===== src/rtl/acc_pkg.sv =====
/*
 Constants shared by the converter control block: register map, bit
 positions, reset values, channel codes and timing counts.
 Assumes a 50 MHz bus clock and a 32-bit Avalon-MM register slave.
*/
package acc_pkg;
    // Register byte addresses (word aligned)
    localparam logic [3:0] REG_SC1 = 4'h0; // Status and control one
    localparam logic [3:0] REG_SC2 = 4'h4; // Status and control two
    localparam logic [3:0] REG_CVAL = 4'h8; // Ten-bit compare value
    localparam logic [3:0] REG_RES = 4'hc; // Result low in 7:0, high in 9:8, read clears flag
    localparam logic [3:0] REG_MODE = 4'h0; // Unused alias guard
    // Control one fields
    localparam int SC1_CONVERSION_COMPLETE_FLAG = 7;
    localparam int SC1_COMPLETE_IRQ_ENABLE = 6;
    localparam int SC1_CONTINUOUS_ENABLE = 5;
    localparam int SC1_CH_HI = 4;
    // Control two fields
    localparam int SC2_ACT = 7;
    localparam int SC2_TRG = 6;
    localparam int SC2_CFE = 5;
    localparam int SC2_CGT = 4;
    localparam int SC2_MODE10 = 0;
    // Reset values
    localparam logic [4:0] CH_RESET = 5'h1f;
    localparam logic [7:0] SC2_RESET = 8'h00;
    localparam logic [9:0] CVAL_RESET = 10'h000;
    // Channel codes
    localparam logic [4:0] CH_LAST_INPUT = 5'h1b;
    localparam logic [4:0] CH_RESERVED = 5'h1c;
    localparam logic [4:0] CH_REF_HIGH = 5'h1d;
    localparam logic [4:0] CH_REF_LOW = 5'h1e;
    localparam logic [4:0] CH_OFF = 5'h1f;
    // Conversion timing
    localparam int CLK_HZ = 50_000_000;
    localparam int CONV_NS = 400;
    localparam int CONV_CYCLES = (CONV_NS * (CLK_HZ / 1_000_000) + 999) / 1000;
    localparam logic [4:0] CONV_LAST = 5'(CONV_CYCLES - 1);
    // Sequencer states
    typedef enum logic [0:0] {
        ST_IDLE = 1'b0,
        ST_CONV = 1'b1
    } acc_state_type;
endpackage


===== src/rtl/acc_compare.sv =====
/*
 Compare unit: decides whether a finished result meets the compare
 condition. Assumes result and compare value are stable when sampled.
*/
`timescale 1ns/1ns
`default_nettype none
module acc_compare (
    input wire logic [9:0] result,
    input wire logic [9:0] compare_value,
    input wire logic mode_ten_bit,
    input wire logic compare_greater_equal,
    output logic hit
);
    // Operands narrowed to eight bits in 8-bit mode
    wire [9:0] res_eff = mode_ten_bit ? result : {2'b00, result[7:0]};
    wire [9:0] cmp_eff = mode_ten_bit ? compare_value : {2'b00, compare_value[7:0]};
    wire below = res_eff < cmp_eff;
    // Direction select
    assign hit = compare_greater_equal ? !below : below;
endmodule
`default_nettype wire


===== src/rtl/acc_top.sv =====
/*
 Conversion control for a successive-approximation converter: trigger
 selection, single and continuous sequencing, complete flag, active bit,
 compare gating and result capture, behind an Avalon-MM slave.
 Assumes the analogue core delivers a code on sar_code when sar_done
 pulses, and the tick counter pulses hw_trigger_in once per overflow.
*/
// Implementation choices: register access over Avalon-MM and the placing of the registers.
`timescale 1ns/1ns
`default_nettype none
module acc_top (
    input wire logic clk,
    input wire logic nrst,
    input wire logic [3:0] avs_address,
    input wire logic avs_read,
    input wire logic avs_write,
    input wire logic [31:0] avs_writedata,
    input wire logic [3:0] avs_byteenable,
    output logic [31:0] avs_readdata,
    output logic avs_waitrequest,
    input wire logic hw_trigger_in,
    input wire logic [9:0] sar_code,
    input wire logic sar_done,
    output logic sar_start,
    output logic sar_power,
    output logic [4:0] sar_channel,
    output logic complete_irq
);
    // Operation notes for the next engineer
    // Two states only: idle, which is also the low-power state, and converting.
    // The analogue core is powered while converting, or in the start cycle.
    // A start pulse on sar_start always comes with sar_power high.
    // The core answers with sar_done and a code, once per start.
    // The cycle counter only watches a conversion, it never ends one.
    // Counter saturates at its last value, so a stalled core stays visible.
    //
    // Software trigger path
    // A control-one write with a live channel starts at once.
    // The start goes out in the same cycle as the bus answer.
    // A write during a conversion drops the running one first.
    // A sar_done in the write cycle is ignored, so it cannot set the flag.
    // A write with the channel off only aborts and powers down.
    //
    // Hardware trigger path
    // Rising edges of hw_trigger_in are found by one history flop.
    // A level held high counts as one trigger only.
    // Edges while converting are dropped, not queued.
    // A control-one write in this mode aborts and then waits for an edge.
    // An edge in the same cycle as that write is dropped as well.
    // With the channel off, edges are ignored entirely.
    //
    // Continuous operation
    // A start arms the run, a control-one write disarms it.
    // Start wins over disarm when both fall in one cycle.
    // While armed and continuous, each accepted or refused end restarts.
    // Writing the off code stops the run with no trailing conversion.
    //
    // Complete flag
    // Set on an accepted end, cleared by control-one write or result read.
    // Set wins when an end and a clear fall in one cycle.
    // Software cannot write the flag, only clear it by side effect.
    // The interrupt line is the flag gated by its enable.
    // Enabling the interrupt is a control-one write, which clears a set flag, so the line stays low.
    //
    // Compare gating
    // With compare off every end is accepted.
    // With compare on only a true compare is accepted.
    // A refused end leaves both the flag and the result untouched.
    // In 8-bit mode the two upper bits take no part in the compare.
    //
    // Result word
    // Low eight bits in 7:0, upper two in 9:8, read as one word.
    // In 8-bit mode the upper two bits are stored as zeros.
    // A single read of the word clears the complete flag.
    // No interlock between halves is needed with one word.
    //
    // Register bus
    // Every request sees exactly one wait state.
    // Read data is captured in the wait cycle and stands until the next read.
    // Writes land at the edge where waitrequest is low.
    // Control registers need byte lane zero; the compare value takes any write.
    // Unmapped reads return zero, unmapped writes are dropped.
    //
    // Reset
    // The external reset is asynchronous on assertion.
    // Release passes through two flops, so all state leaves reset together.
    // After reset the channel field reads as off and all else as zero.
    //
    // Hazards
    // hw_trigger_in is taken as synchronous; a foreign source needs a sync.
    // A trigger already high at reset release counts as an edge.
    // Changing compare settings mid-conversion affects that conversion.
    // Changing the mode bit mid-conversion affects how its result is stored.
    //
    // Limits
    // No result interlock, no sample-time control, no clock divider.
    // The core's own timing is outside this block.
    // One conversion in flight at a time.
    //
    // Signal naming
    // Registers end in _q, decode wires carry plain names.
    // The read mux is a function so the address map is kept in one place.
    //
    // Tag map
    // Bus decode carries the write and read strobes used by every rule.
    // The sequencer carries starts, aborts and the return to low power.
    // The flag process carries set and clear priority.
    // The compare unit carries direction and width selection.
    //
    // Test hooks
    // None: every internal event except the counter reaching its last value shows on a port or in a register.
    //
    // Reset release synchroniser
    logic rst_meta_q;
    logic rst_n_q;
    always_ff @(posedge clk or negedge nrst) begin
        if (!nrst) begin
            rst_meta_q <= 1'b0;
            rst_n_q <= 1'b0;
        end else begin
            rst_meta_q <= 1'b1;
            rst_n_q <= rst_meta_q;
        end
    end

    // Register state
    logic [4:0] channel_select_q; // Channel field
    logic complete_irq_enable_q; // Interrupt enable
    logic continuous_enable_q; // Continuous mode
    logic conversion_complete_flag_q; // Sticky complete flag
    logic trigger_select_q; // Hardware trigger chosen
    logic compare_enable_q; // Compare on
    logic compare_greater_equal_q; // Compare direction
    logic mode_ten_bit_q; // Ten-bit result mode
    logic [9:0] compare_value_q; // Compare threshold
    logic [9:0] result_q; // Captured result
    logic [31:0] rdata_q; // Registered read data
    logic ack_q; // Answer phase flag
    logic trig_prev_q; // Trigger history for edges
    logic [4:0] cnt_q; // Conversion cycle counter
    logic armed_q; // Continuous run armed by trigger
    acc_pkg::acc_state_type state_q;

    // Bus decode: one wait state, answer on the second cycle
    wire req = avs_read | avs_write;
    wire take = req & ack_q;
    assign avs_waitrequest = req & !ack_q;
    wire wr_sc1 = take & avs_write & avs_byteenable[0] & (avs_address == acc_pkg::REG_SC1);
    wire wr_sc2 = take & avs_write & avs_byteenable[0] & (avs_address == acc_pkg::REG_SC2);
    wire wr_cval = take & avs_write & (avs_address == acc_pkg::REG_CVAL);
    wire rd_res = take & avs_read & (avs_address == acc_pkg::REG_RES);
    wire [4:0] wr_channel = avs_writedata[acc_pkg::SC1_CH_HI:0];
    wire wr_ch_off = (wr_channel == acc_pkg::CH_OFF);

    // Trigger sources
    wire hw_edge = hw_trigger_in & !trig_prev_q;
    // Software start: write with software trigger and live channel
    wire sw_go = wr_sc1 & !wr_ch_off & !trigger_select_q;
    // Hardware start, ignored while channel is off
    wire hw_go = hw_edge & trigger_select_q & (channel_select_q != acc_pkg::CH_OFF)
        & !wr_sc1;
    // Hardware arm after a control-one write in hardware mode awaits an edge
    wire start_now = sw_go | hw_go;

    // Conversion completion and compare
    wire conv_end = (state_q == acc_pkg::ST_CONV) & sar_done & !wr_sc1;
    wire cmp_hit;
    acc_compare u_cmp (
        .result(sar_code),
        .compare_value(compare_value_q),
        .mode_ten_bit(mode_ten_bit_q),
        .compare_greater_equal(compare_greater_equal_q),
        .hit(cmp_hit)
    );
    wire accept = conv_end & (!compare_enable_q | cmp_hit);
    // Continuous: restart in the same cycle as the end
    wire restart = conv_end & continuous_enable_q & armed_q;
    wire timeout = (state_q == acc_pkg::ST_CONV) & (cnt_q == acc_pkg::CONV_LAST) & !sar_done;

    // Bus answer phase
    always_ff @(posedge clk or negedge rst_n_q) begin
        if (!rst_n_q) begin
            ack_q <= 1'b0;
        end else begin
            ack_q <= req & !ack_q;
        end
    end

    // Read data mux, reserved bits zero
    function automatic logic [31:0] read_mux(input logic [3:0] a, input logic [7:0] s1,
        input logic [7:0] s2, input logic [9:0] cv, input logic [9:0] rs);
        case (a)
            acc_pkg::REG_SC1: read_mux = {24'h000000, s1};
            acc_pkg::REG_SC2: read_mux = {24'h000000, s2};
            acc_pkg::REG_CVAL: read_mux = {22'h0, cv};
            acc_pkg::REG_RES: read_mux = {22'h0, rs};
            default: read_mux = 32'h00000000;
        endcase
    endfunction
    wire [7:0] sc1_view = {conversion_complete_flag_q, complete_irq_enable_q,
        continuous_enable_q, channel_select_q};
    wire [7:0] sc2_view = {(state_q == acc_pkg::ST_CONV), trigger_select_q, compare_enable_q,
        compare_greater_equal_q, 3'h0, mode_ten_bit_q};
    always_ff @(posedge clk or negedge rst_n_q) begin
        if (!rst_n_q) begin
            rdata_q <= 32'h00000000;
        end else if (req & !ack_q & avs_read) begin
            rdata_q <= read_mux(avs_address, sc1_view, sc2_view, compare_value_q, result_q);
        end
    end
    assign avs_readdata = rdata_q;

    // Control one register; flag bit not writable
    always_ff @(posedge clk or negedge rst_n_q) begin
        if (!rst_n_q) begin
            channel_select_q <= acc_pkg::CH_RESET;
            complete_irq_enable_q <= 1'b0;
            continuous_enable_q <= 1'b0;
        end else if (wr_sc1) begin
            channel_select_q <= wr_channel;
            complete_irq_enable_q <= avs_writedata[acc_pkg::SC1_COMPLETE_IRQ_ENABLE];
            continuous_enable_q <= avs_writedata[acc_pkg::SC1_CONTINUOUS_ENABLE];
        end
    end

    // Control two register; active bit not writable
    always_ff @(posedge clk or negedge rst_n_q) begin
        if (!rst_n_q) begin
            trigger_select_q <= acc_pkg::SC2_RESET[acc_pkg::SC2_TRG];
            compare_enable_q <= acc_pkg::SC2_RESET[acc_pkg::SC2_CFE];
            compare_greater_equal_q <= acc_pkg::SC2_RESET[acc_pkg::SC2_CGT];
            mode_ten_bit_q <= acc_pkg::SC2_RESET[acc_pkg::SC2_MODE10];
        end else if (wr_sc2) begin
            trigger_select_q <= avs_writedata[acc_pkg::SC2_TRG];
            compare_enable_q <= avs_writedata[acc_pkg::SC2_CFE];
            compare_greater_equal_q <= avs_writedata[acc_pkg::SC2_CGT];
            mode_ten_bit_q <= avs_writedata[acc_pkg::SC2_MODE10];
        end
    end

    // Compare value register
    always_ff @(posedge clk or negedge rst_n_q) begin
        if (!rst_n_q) begin
            compare_value_q <= acc_pkg::CVAL_RESET;
        end else if (wr_cval) begin
            compare_value_q <= avs_writedata[9:0];
        end
    end

    // Result capture only on accepted ends
    always_ff @(posedge clk or negedge rst_n_q) begin
        if (!rst_n_q) begin
            result_q <= 10'h000;
        end else if (accept) begin
            result_q <= mode_ten_bit_q ? sar_code : {2'b00, sar_code[7:0]};
        end
    end

    // Complete flag: set wins over clear
    always_ff @(posedge clk or negedge rst_n_q) begin
        if (!rst_n_q) begin
            conversion_complete_flag_q <= 1'b0;
        end else if (accept) begin
            conversion_complete_flag_q <= 1'b1;
        end else if (wr_sc1 | rd_res) begin
            conversion_complete_flag_q <= 1'b0;
        end
    end
    assign complete_irq = conversion_complete_flag_q & complete_irq_enable_q;

    // Trigger history and continuous arming
    always_ff @(posedge clk or negedge rst_n_q) begin
        if (!rst_n_q) begin
            trig_prev_q <= 1'b0;
            armed_q <= 1'b0;
        end else begin
            trig_prev_q <= hw_trigger_in;
            if (wr_sc1) begin
                armed_q <= 1'b0;
            end
            if (start_now) begin
                armed_q <= 1'b1;
            end
        end
    end

    // Sequencer: idle (low power) or converting
    always_ff @(posedge clk or negedge rst_n_q) begin
        if (!rst_n_q) begin
            state_q <= acc_pkg::ST_IDLE;
            cnt_q <= 5'h00;
        end else begin
            case (state_q)
                acc_pkg::ST_IDLE: begin
                    cnt_q <= 5'h00;
                    if (start_now) begin
                        state_q <= acc_pkg::ST_CONV;
                    end
                end
                acc_pkg::ST_CONV: begin
                    cnt_q <= (cnt_q == acc_pkg::CONV_LAST) ? cnt_q : cnt_q + 5'h01;
                    if (wr_sc1) begin
                        // Abort; restart if live software channel
                        cnt_q <= 5'h00;
                        state_q <= sw_go ? acc_pkg::ST_CONV : acc_pkg::ST_IDLE;
                    end else if (conv_end) begin
                        cnt_q <= 5'h00;
                        state_q <= restart ? acc_pkg::ST_CONV : acc_pkg::ST_IDLE;
                    end else if (timeout) begin
                        state_q <= acc_pkg::ST_CONV;
                    end
                end
                default: begin
                    state_q <= acc_pkg::ST_IDLE;
                end
            endcase
        end
    end

    // Core controls
    wire fresh = start_now & ((state_q == acc_pkg::ST_IDLE) | wr_sc1);
    assign sar_start = fresh | restart;
    assign sar_power = (state_q == acc_pkg::ST_CONV) | sar_start;
    assign sar_channel = channel_select_q;
    wire unused_ok = timeout;
endmodule
`default_nettype wire


===== config.mk =====
export PLATFORM = sky130hd
export DESIGN_NAME = acc_top
export DESIGN_NICKNAME = d
export VERILOG_FILES = /design/src/rtl/acc_pkg.sv /design/src/rtl/acc_compare.sv /design/src/rtl/acc_top.sv
export SDC_FILE = /design/constraint.sdc
export NUM_CORES = 1
export LEC_CHECK = 0
export ABC_CLOCK_PERIOD_IN_PS = 3880
export BUFFER_PORTS_ARGS = -buffer_cell sky130_fd_sc_hd__buf_2
export CELL_PAD_IN_SITES_DETAIL_PLACEMENT = 2
export CELL_PAD_IN_SITES_GLOBAL_PLACEMENT = 2
export CORE_ASPECT_RATIO = 0.5
export CORE_MARGIN = 2
export CORE_UTILIZATION = 30
export DETAILED_ROUTE_END_ITERATION = 8
export PLACE_DENSITY = 0.94
export SYNTH_ARGS = -nofsm -noshare
export SYNTH_HDL_FRONTEND = slang
export SYNTH_SLANG_ARGS = --single-unit

===== constraint.sdc =====
create_clock -name clk -period 3.88 [get_ports clk]
set_clock_uncertainty 0.2 [all_clocks]
set_input_delay 0.194 -clock clk [delete_from_list [all_inputs] [get_ports clk]]
set_output_delay 0.194 -clock clk [all_outputs]
set_load 0.01 [all_outputs]

Yosys cells after proc, flatten, opt, wreduce, memory -nomap -nowiden
Index checks and enable logic that the tools add are counted.

Order comparisons: 1. Eq/ne operators: 5. Multiplexer cells: 14. Bitwise logic cells: 31. Reduce and logical (&&, ||, !) cells: 10.

Operator list (number): $pmux 10 s4 (1); $and 1x1->1 (23); $mux 10 (2); $lt 10x10->1 (1); $mux 1 (10); $eq 4x4->1 const B (2); $logic_not 1->1 (7); $or 1x1->1 (7); $eq 5x5->1 const B (1); $ne 5x5->1 const B (1); $eq 4x3->1 const B (1); $logic_not 4->1 (1); $reduce_bool 2->1 (2); $pmux 1 s2 (1); $not 1->1 (1).

Register bits: 70. Input bits: 56. Output and inout port bits: 41. Word-level logic and storage cells: 78.

Depth between registers and ports, before layout
Gate-level depths: netlist (run 1).

Word-level depth: 13. Depth in mapped cells: 9. Mapped depth without buffers: 8.

Modules after synthesis
Synthesis (run 1) repeated with hierarchy kept, for this count alone.

Cell total of the unflattened synthesis: 228. Area total of the unflattened synthesis: 2600.0 µm².

Modules (own cells, without submodules): acc_top (instances 1, cells each 194, area an instance 2337.2 µm², seq. area each 1207.4 µm²); acc_compare (instances 1, cells each 34, area an instance 262.8 µm², seq. area each 0.0 µm²).

Worst setup path before layout (run 1)
OpenSTA, ideal clock, no wires.

Path type: flip-flop to flip-flop. From: register mode_ten_bit_q. To: register result_q[1]. Library setup time: 0.125 ns. Arrival: 1.887 ns. Required time: 3.555 ns. Path slack: 1.668 ns. Stages on the path, launching flop included: 10. Buffers on the path: 1. Clock period less this slack: 2.212 ns. Cell sequence: dfrtp_1 and2_1 ha_1 a21oi_1 o21ai_0 mux2i_1 nor2_1 o211ai_2 buf_6 mux2_2.

Longest elaborated chain between the ends: 6. Elaborated cells between the ends (all ways): 7. Classes of those cells: order compare (1); mux (3); bitwise (2); reduce/logical (1).

RTL lines: start: declaration (line acc_top.sv:134) `logic mode_ten_bit_q;`; start signal: assignment (line acc_top.sv:232) `mode_ten_bit_q <= acc_pkg::SC2_RESET[acc_pkg::SC2_MODE10];`; start signal: assignment (line acc_top.sv:237) `mode_ten_bit_q <= avs_writedata[acc_pkg::SC2_MODE10];`; $mux 10 (*) (line acc_compare.sv:15) `wire [9:0] res_eff = mode_ten_bit ? result : {2'b00, result[7:0]};`; named net u_cmp.res_eff[9] (line acc_compare.sv:15); $lt 10x10->1 (*) (line acc_compare.sv:17) `wire below = res_eff < cmp_eff;`; $logic_not 1->1 (line acc_compare.sv:19) `assign hit = compare_greater_equal ? !below : below;`; $mux 1 (*) (line acc_compare.sv:19); $or 1x1->1 (*) (line acc_top.sv:175) `wire accept = conv_end & (!compare_enable_q | cmp_hit);`; $and 1x1->1 (*) (line acc_top.sv:175); end signal: assignment (line acc_top.sv:255) `result_q <= mode_ten_bit_q ? sar_code : {2'b00, sar_code[7:0]};`; end: declaration (line acc_top.sv:136) `logic [9:0] result_q;`.

The timed path passes the listed nets; every way through them passes the cells marked *. A chain may end at the register's enable or synchronous reset.

Worst setup path in the final report (run 1)
From: input sar_code[3]. To: register result_q[0].

Longest elaborated chain between the ends: 6.

RTL lines: start: declaration (line acc_top.sv:22) `input wire logic [9:0] sar_code,`; $mux 10 (*) (line acc_compare.sv:15); $lt 10x10->1 (*) (line acc_compare.sv:17); $logic_not 1->1 (line acc_compare.sv:19); $mux 1 (*) (line acc_compare.sv:19); $or 1x1->1 (*) (line acc_top.sv:175); $and 1x1->1 (*) (line acc_top.sv:175).

Every way passes the cells marked *; elsewhere a longest branch is shown, timed or not.

==> metrics.txt, run 1 <==
Clk pin slew, worst setup/hold paths=about 0.060 ns; synth unique cells=36; first-pass GRT wire length=roughly 15 mm; XOR/XNOR Fraction of Synth Area=0; initial antenna violation count=0; Post-synth EDFFs=0; P&R area growth vs syn=24.2%; total CTS buffers=5; Worst EP required=just under 4 ns; Top FF cell, synth=dfrtp_1; Max Freq=roughly 340 MHz; die area=between 9000 and 10000 µm²; Core ar.=8060 µm²; port buffer count=slightly below 50; Max FO, Critical Path=11; vias in the first global route=2456; final hold viol count=1; Layout fillers=872; die width=~130 µm; Pleak=between 1 and 1.5 nW; max-slew violations=0; Slew HR=0.310; CTS Buffer Depth=2; worst-margin pin slew=between 1 and 1.5 ns; DP HPWL=approximately 6.4 mm; Root Driver=clkbuf_16; status=finished with violations; RSZ-0062 raised after global routing=no; Post-Synthesis Cell Area=approximately 2500 µm²; Die Height=68.6 µm; Pwr Density=roughly 500 nW/µm²; Post-DRT Antenna Nets=0; period utilisation layout=0.764; adder-cell share of the synthesized area=0.0450; Post-Synth Simple-Gate Area=0.153; failing checks=negative hold slack; Yosys reg bits=48; post-synthesis instance total=roughly 250; DR iter-0 viols=around 180; worst skew pair latency=0.30 ns; Vias=2176; clock sinks=48; largest net degree at the start of global routing=between 40 and 50; VDD IR max=0.000186 V; # nets final=about 380; maxcap violations=0; vias per cell=a little over 5; multi-input logic area=between 1000 and 1500 µm²; Worst setup EP type=register; mux contribution to synthesized area=0.0805; drt first pass iters=4; Async S/R FF share, synth=1.00; largest family of logic cells by synthesized area=simple AND/OR/NAND/NOR gates; reg2reg setup slack=between 0.9 and 1 ns; ant diodes=0; Fin Setup TNS=0 ns; CP Launch Type=primary input; CP arrival=between 2 and 3 ns; Hold Slack=-0.00431 ns; post-CTS sizing=0; row count=23; Initial Util=0.311; htree depth=2; layout cells sized above 1=0.268; Avg Inst Size Synth=~10 µm²; hold crit path type=primary input to register; num ports=between 90 and 100; CTS tree=yes; drt drc=0; RePlAce Congestion=~0.88; compound-cell area share of the yosys netlist=0.143; storage element area=1210 µm²; crit path time final=2.96 ns; Synth warnings=0; kind of critical path=primary input to register; Routed wire per std cell=23.1 µm; Final Setup Violations=0; Global Route Usage Sum=0.222; sequential area share after synthesis=0.482; final global-route overflow total=0; final WL=just under 10 mm
-- worst paths after layout --
check | depth (start not counted) | end | from
min in group asynchronous | 2 | rst_meta_q$_DFF_PN0_ | nrst
min | 2 | result_q[5]$_DFFE_PN0P_ | sar_code[5]
max reg2reg | 8 | result_q[0]$_DFFE_PN0P_ | mode_ten_bit_q$_DFFE_PN0P_
max in group asynchronous | 0 | continuous_enable_q$_DFFE_PN0P_ | rst_n_q$_DFF_PN0_
max | 8 | result_q[0]$_DFFE_PN0P_ | sar_code[3]
min reg2reg | 0 | rst_n_q$_DFF_PN0_ | rst_meta_q$_DFF_PN0_
-- Yosys cell counts, types with 2 or more instances --
master	number	area share
a31oi_1	2	0.0050
and2_1	3	0.0075
and3_1	4	0.010
o21ai_0	20	0.040
a22o_1	8	0.028
conb_1	2	0.0030
nor2_1	7	0.011
dfstp_2	5	0.053
a22oi_1	2	0.0060
a21oi_1	8	0.016
and4_1	2	0.0070
nand3_1	4	0.0080
clkbuf_1	8	0.012
dfrtp_1	43	0.43
nand4_1	2	0.0050
mux2_2	17	0.076
buf_4	22	0.066
nand2b_1	3	0.0075
inv_1	7	0.011
a221oi_1	5	0.017
ha_1	9	0.045
nand2_1	48	0.072
-- power breakdown --
group,leakage [nW],switching [mW],internal (mW)
logic,0.835,0.214,0.163
registers,0.591,0.121,0.617
clock network,0.0679,0.203,0.239
total,1.49,0.538,1.02
-- placed cells by master (no fill, tap or decap), drive strengths merged, types with 7 or more instances in the layout --
cell | netlist | layout
clkbuf | 8 | 7
nor2 | 7 | 7
a21oi | 8 | 8
conb | 2 | 23
o21ai | 20 | 20
nand2 | 48 | 48
inv | 7 | 7
buf | 23 | 50
dfrtp | 43 | 43
mux2 | 17 | 17
dlygate4sd3 | 0 | 20
a22o | 8 | 8
ha | 9 | 9
-- per-stage QoR --
step,cells,power [mW],area [µm²],utilization,setup WS (ns)
after CTS,425,1.54,3110,0.386,0.955
after global routing,425,1.62,3110,0.386,0.851
final,425,1.56,3110,0.386,0.917
after detailed placement,397,1.07,2770,0.344,1.10
after global placement,397,1.00,2770,0.344,1.31
after floorplan,266,0.922,2580,-,1.67
-- metal layers --
metal	vias up	wire length, µm	global-route usage	share of wire
met5	-	0	0	0
met3	26	476	0.0417	0.048
met1	1126	4260	0.267	0.43
li1	942	-	-	-
met4	0	300	0.110	0.031
met2	82	4780	0.398	0.49
-- repair_timing --
item,in CTS,in global routing
endpoints found under the setup margin,0,0
buffers inserted,0,0
hold buffers,20,0
hold endpoints to repair,25,0
-- final cells by class --
| type | count | share of cell area |
|---|---|---|
| clock buffer | 7 | 0.0427 |
| multi-input combinational | 180 | 0.367 |
| inverter | 7 | 0.00846 |
| sequential | 48 | 0.389 |
| tap | 112 | 0.0451 |
| clock inverter | 1 | 0.00161 |
| timing repair buffer | 70 | 0.146 |
-- critical path, stage by stage --
cell           delay, ns
dlygate4sd3_1       0.54
buf_2               0.14
ha_1                0.33
a211o_1             0.29
a21oi_1             0.13
o21ai_0             0.22
o211ai_2            0.68
mux2_2              0.42
-- state kept, by name (all words and copies together), names as in the netlist --
| signal | count |
|---|---|
| avs_readdata | 10 |
| compare_value_q | 10 |
| result_q | 10 |
| sar_channel | 5 |
| ack_q | 1 |
| armed_q | 1 |
| compare_enable_q | 1 |
| compare_greater_equal_q | 1 |
| complete_irq_enable_q | 1 |
| continuous_enable_q | 1 |
| conversion_complete_flag_q | 1 |
| mode_ten_bit_q | 1 |
| rst_meta_q | 1 |
| rst_n_q | 1 |
| state_q | 1 |
| trig_prev_q | 1 |
| trigger_select_q | 1 |
-- cell families after synthesis --
| logic type | Yosys count |
|---|---|
| AOI/OAI and AO/OA | 52 |
| adders and majority gates | 9 |
| buffers and inverters | 38 |
| DFF | 48 |
| muxes | 18 |
| other | 2 |
| and+or+nand+nor | 78 |
(Power assumes the default switching activity.)
==> inputs of run 2 (changes only) <==
ABC_CLOCK_PERIOD_IN_PS = 2900   (was 3880)
CORE_UTILIZATION = 29   (was 30)
PLACE_DENSITY = 0.92   (was 0.94)
clock period = 2.9 ns   (was 3.88 ns; I/O delays follow)
==> run 2 against run 1 <==
Compared with the run above:
- design area is 1.9% higher
- utilization increased by 0.18 points
- first-iteration DRC count down 4.9%
- critical endpoint is now result_q[6]$_DFFE_PN0P_
- non-clock buffer count grew 6
- wire length up 6.2%
- the flow still finishes with violations (negative hold slack)
- combinational power increased by 42%
- clock power is 35% higher
==> metrics.txt, run 2 (same netlist as run 1, synthesis figures left out) <==
vias in the first global route=2565 (+4.4%); worst skew pair latency=0.29 ns (about the same); Post-DRT Antenna Nets=0 (unchanged); DP HPWL=6.41 mm (+0.27%); Sw Share=0.340 (-0.00516); port buffer count=49 (unchanged); Comb power frac=0.252 (+0.010); P&R area growth vs syn=26.5%; htree depth=2 (unchanged); first-pass GRT wire length=16.3 mm (+10%); crit path time final=2.79 ns; clock sinks=48 (unchanged); period utilisation layout=0.962; most common cell after layout, fill and taps aside=buf_2; most frequent cells in the layout=buf_2 (49), nand2_1 (48), dfrtp_1 (42), conb_1 (23), dlygate4sd3_1 (22); final core occ=0.387 (+0.00177); Max Freq=~360 MHz; Finished Layout Cells=431 (+1.4%); max-slew violations=0 (unchanged); drt first pass iters=4 (unchanged); Slew HR=0.306 (-0.00475); post-layout instance area=3170 µm² (+1.9%); Pwr Density=671 nW/µm² (+34%); CTS tree=yes; Vias=2264 (+4.0%); FF-to-FF Start=mode_ten_bit_q$_DFFE_PN0P_; Pint=1.40 mW (+37%); Clk pin slew, worst setup/hold paths=0.07 ns (about the same); Initial Util=0.306 (-0.00437); post-CTS sizing=0 (unchanged); kind of critical path=register to register; status=finished with violations; DP Cell Count=401 (+1.0%); final global-route overflow total=0 (unchanged); hold depth=3 (+1); Max FO, Critical Path=6 (-5); final hold viol count=1 (unchanged); # Post-CTS Setup Buffers=0 (unchanged); RePlAce Congestion=0.848 (-3.3%); maxcap violations=0 (unchanged); CTS Buffer Depth=2 (unchanged); RSZ-0062 raised after global routing=no; Hold Slack=-0.0243 ns (-0.0200 ns); Global Route Usage Sum=0.231 (+0.00916); Final Setup Violations=0 (unchanged); Root Driver=clkbuf_16; min-delay src=avs_read; largest net degree at the start of global routing=47 (unchanged); die area=9430 µm² (+3.3%); Clk pwr share=0.281 (-0.003); CP Launch Type=register; hold crit path type=primary input to register; initial antenna violation count=0 (unchanged); DR iter-0 viols=173 (-4.9%); drt drc=0 (unchanged); Placed Area=2800 µm² (+1.1%); VDD IR max=0.000264 V (+41%); Pleak=1.52 nW (+2.1%); critical path startpoint=mode_ten_bit_q$_DFFE_PN0P_; die width=135 µm (+1.7%); Reg power frac=0.467 (-0.007); # nets final=383 (+1.6%); failing checks=negative hold slack; num ports=97 (unchanged); total CTS buffers=5 (unchanged); Worst setup EP type=register; Worst EP required=2.87 ns (-0.99 ns); vias per cell=5.25 (+2.6%); Die Height=69.7 µm (+1.6%); Reg2Reg Depth=9 (+1); ant diodes=0 (unchanged); layout cells sized above 1=0.276 (+0.00749); CP arrival=2.76 ns (-0.18 ns); Psw=0.723 mW (+34%); final WL=10.4 mm (+6.2%); worst-margin pin slew=1.04 ns (+0.00713 ns); Core ar.=8170 µm² (+1.4%); row count=23 (unchanged); Routed wire per std cell=24.2 µm (+4.7%); Fin Setup TNS=0 ns (unchanged)
run 2: stage by stage:
| step | setup WS, ns | power (mW) |
|---|---|---|
| floorplan | 0.688 | 1.23 |
| global placement | 0.545 | 1.35 |
| detailed placement | 0.319 | 1.43 |
| CTS | 0.264 | 2.08 |
| global route | 0.0124 | 2.21 |
| finish | 0.110 | 2.12 |
run 2: power by group through the flow:
stage / clock (mW) / sequential, mW / combinational, mW
after floorplan: 0 / 0.925 / 0.308
after global placement: 0 / 0.949 / 0.396
after detailed placement: 0 / 0.980 / 0.451
after CTS: 0.602 / 0.979 / 0.502
after global routing: 0.638 / 1.00 / 0.573
final: 0.597 / 0.991 / 0.536
run 2: what timing repair did:
item | 4_1_cts | 5_1_grt
hold buffers | 22 | 0
hold endpoints to repair | 33 | 0
endpoints found under the setup margin | 0 | 0
run 2: worst max-delay path, stage by stage, from the launching register on:
cell      delay [ns]
dfrtp_1         0.46
and2_1          0.23
ha_1            0.36
a21oi_1         0.27
o21ai_0         0.17
mux2i_1         0.22
nor2_1          0.08
o211ai_2        0.09
buf_4           0.19
mux2_2          0.37
run 2: final cells by class:
class                           instances  area, µm²
Fill cell                             896       5010
Multi-Input combinational cell        180       1140
Sequential cell                        48       1210
Inverter                                7       26.3
Clock buffer                            8        146
Tap cell                              112        140
Timing Repair Buffer                   76        503
run 2: per-layer routing:
layer | GRT usage | vias to the layer above | share of wire
li1 | - | 960 | -
met1 | 0.280 | 1183 | 0.41
met2 | 0.411 | 97 | 0.50
met3 | 0.0431 | 24 | 0.060
met4 | 0.0845 | 0 | 0.027
met5 | 0 | - | 0
run 2: final timing paths:
path	end	slack, ns
setup / recovery	result_q[6]$_DFFE_PN0P_	0.11
hold / removal	ack_q$_DFF_PN0_	-0.02
setup reg to reg	result_q[6]$_DFFE_PN0P_	0.11
hold reg to reg	rst_n_q$_DFF_PN0_	0.17
max in group asynchronous	avs_readdata[0]$_DFFE_PN0P_	1.60
min in group asynchronous	result_q[1]$_DFFE_PN0P_	0.26
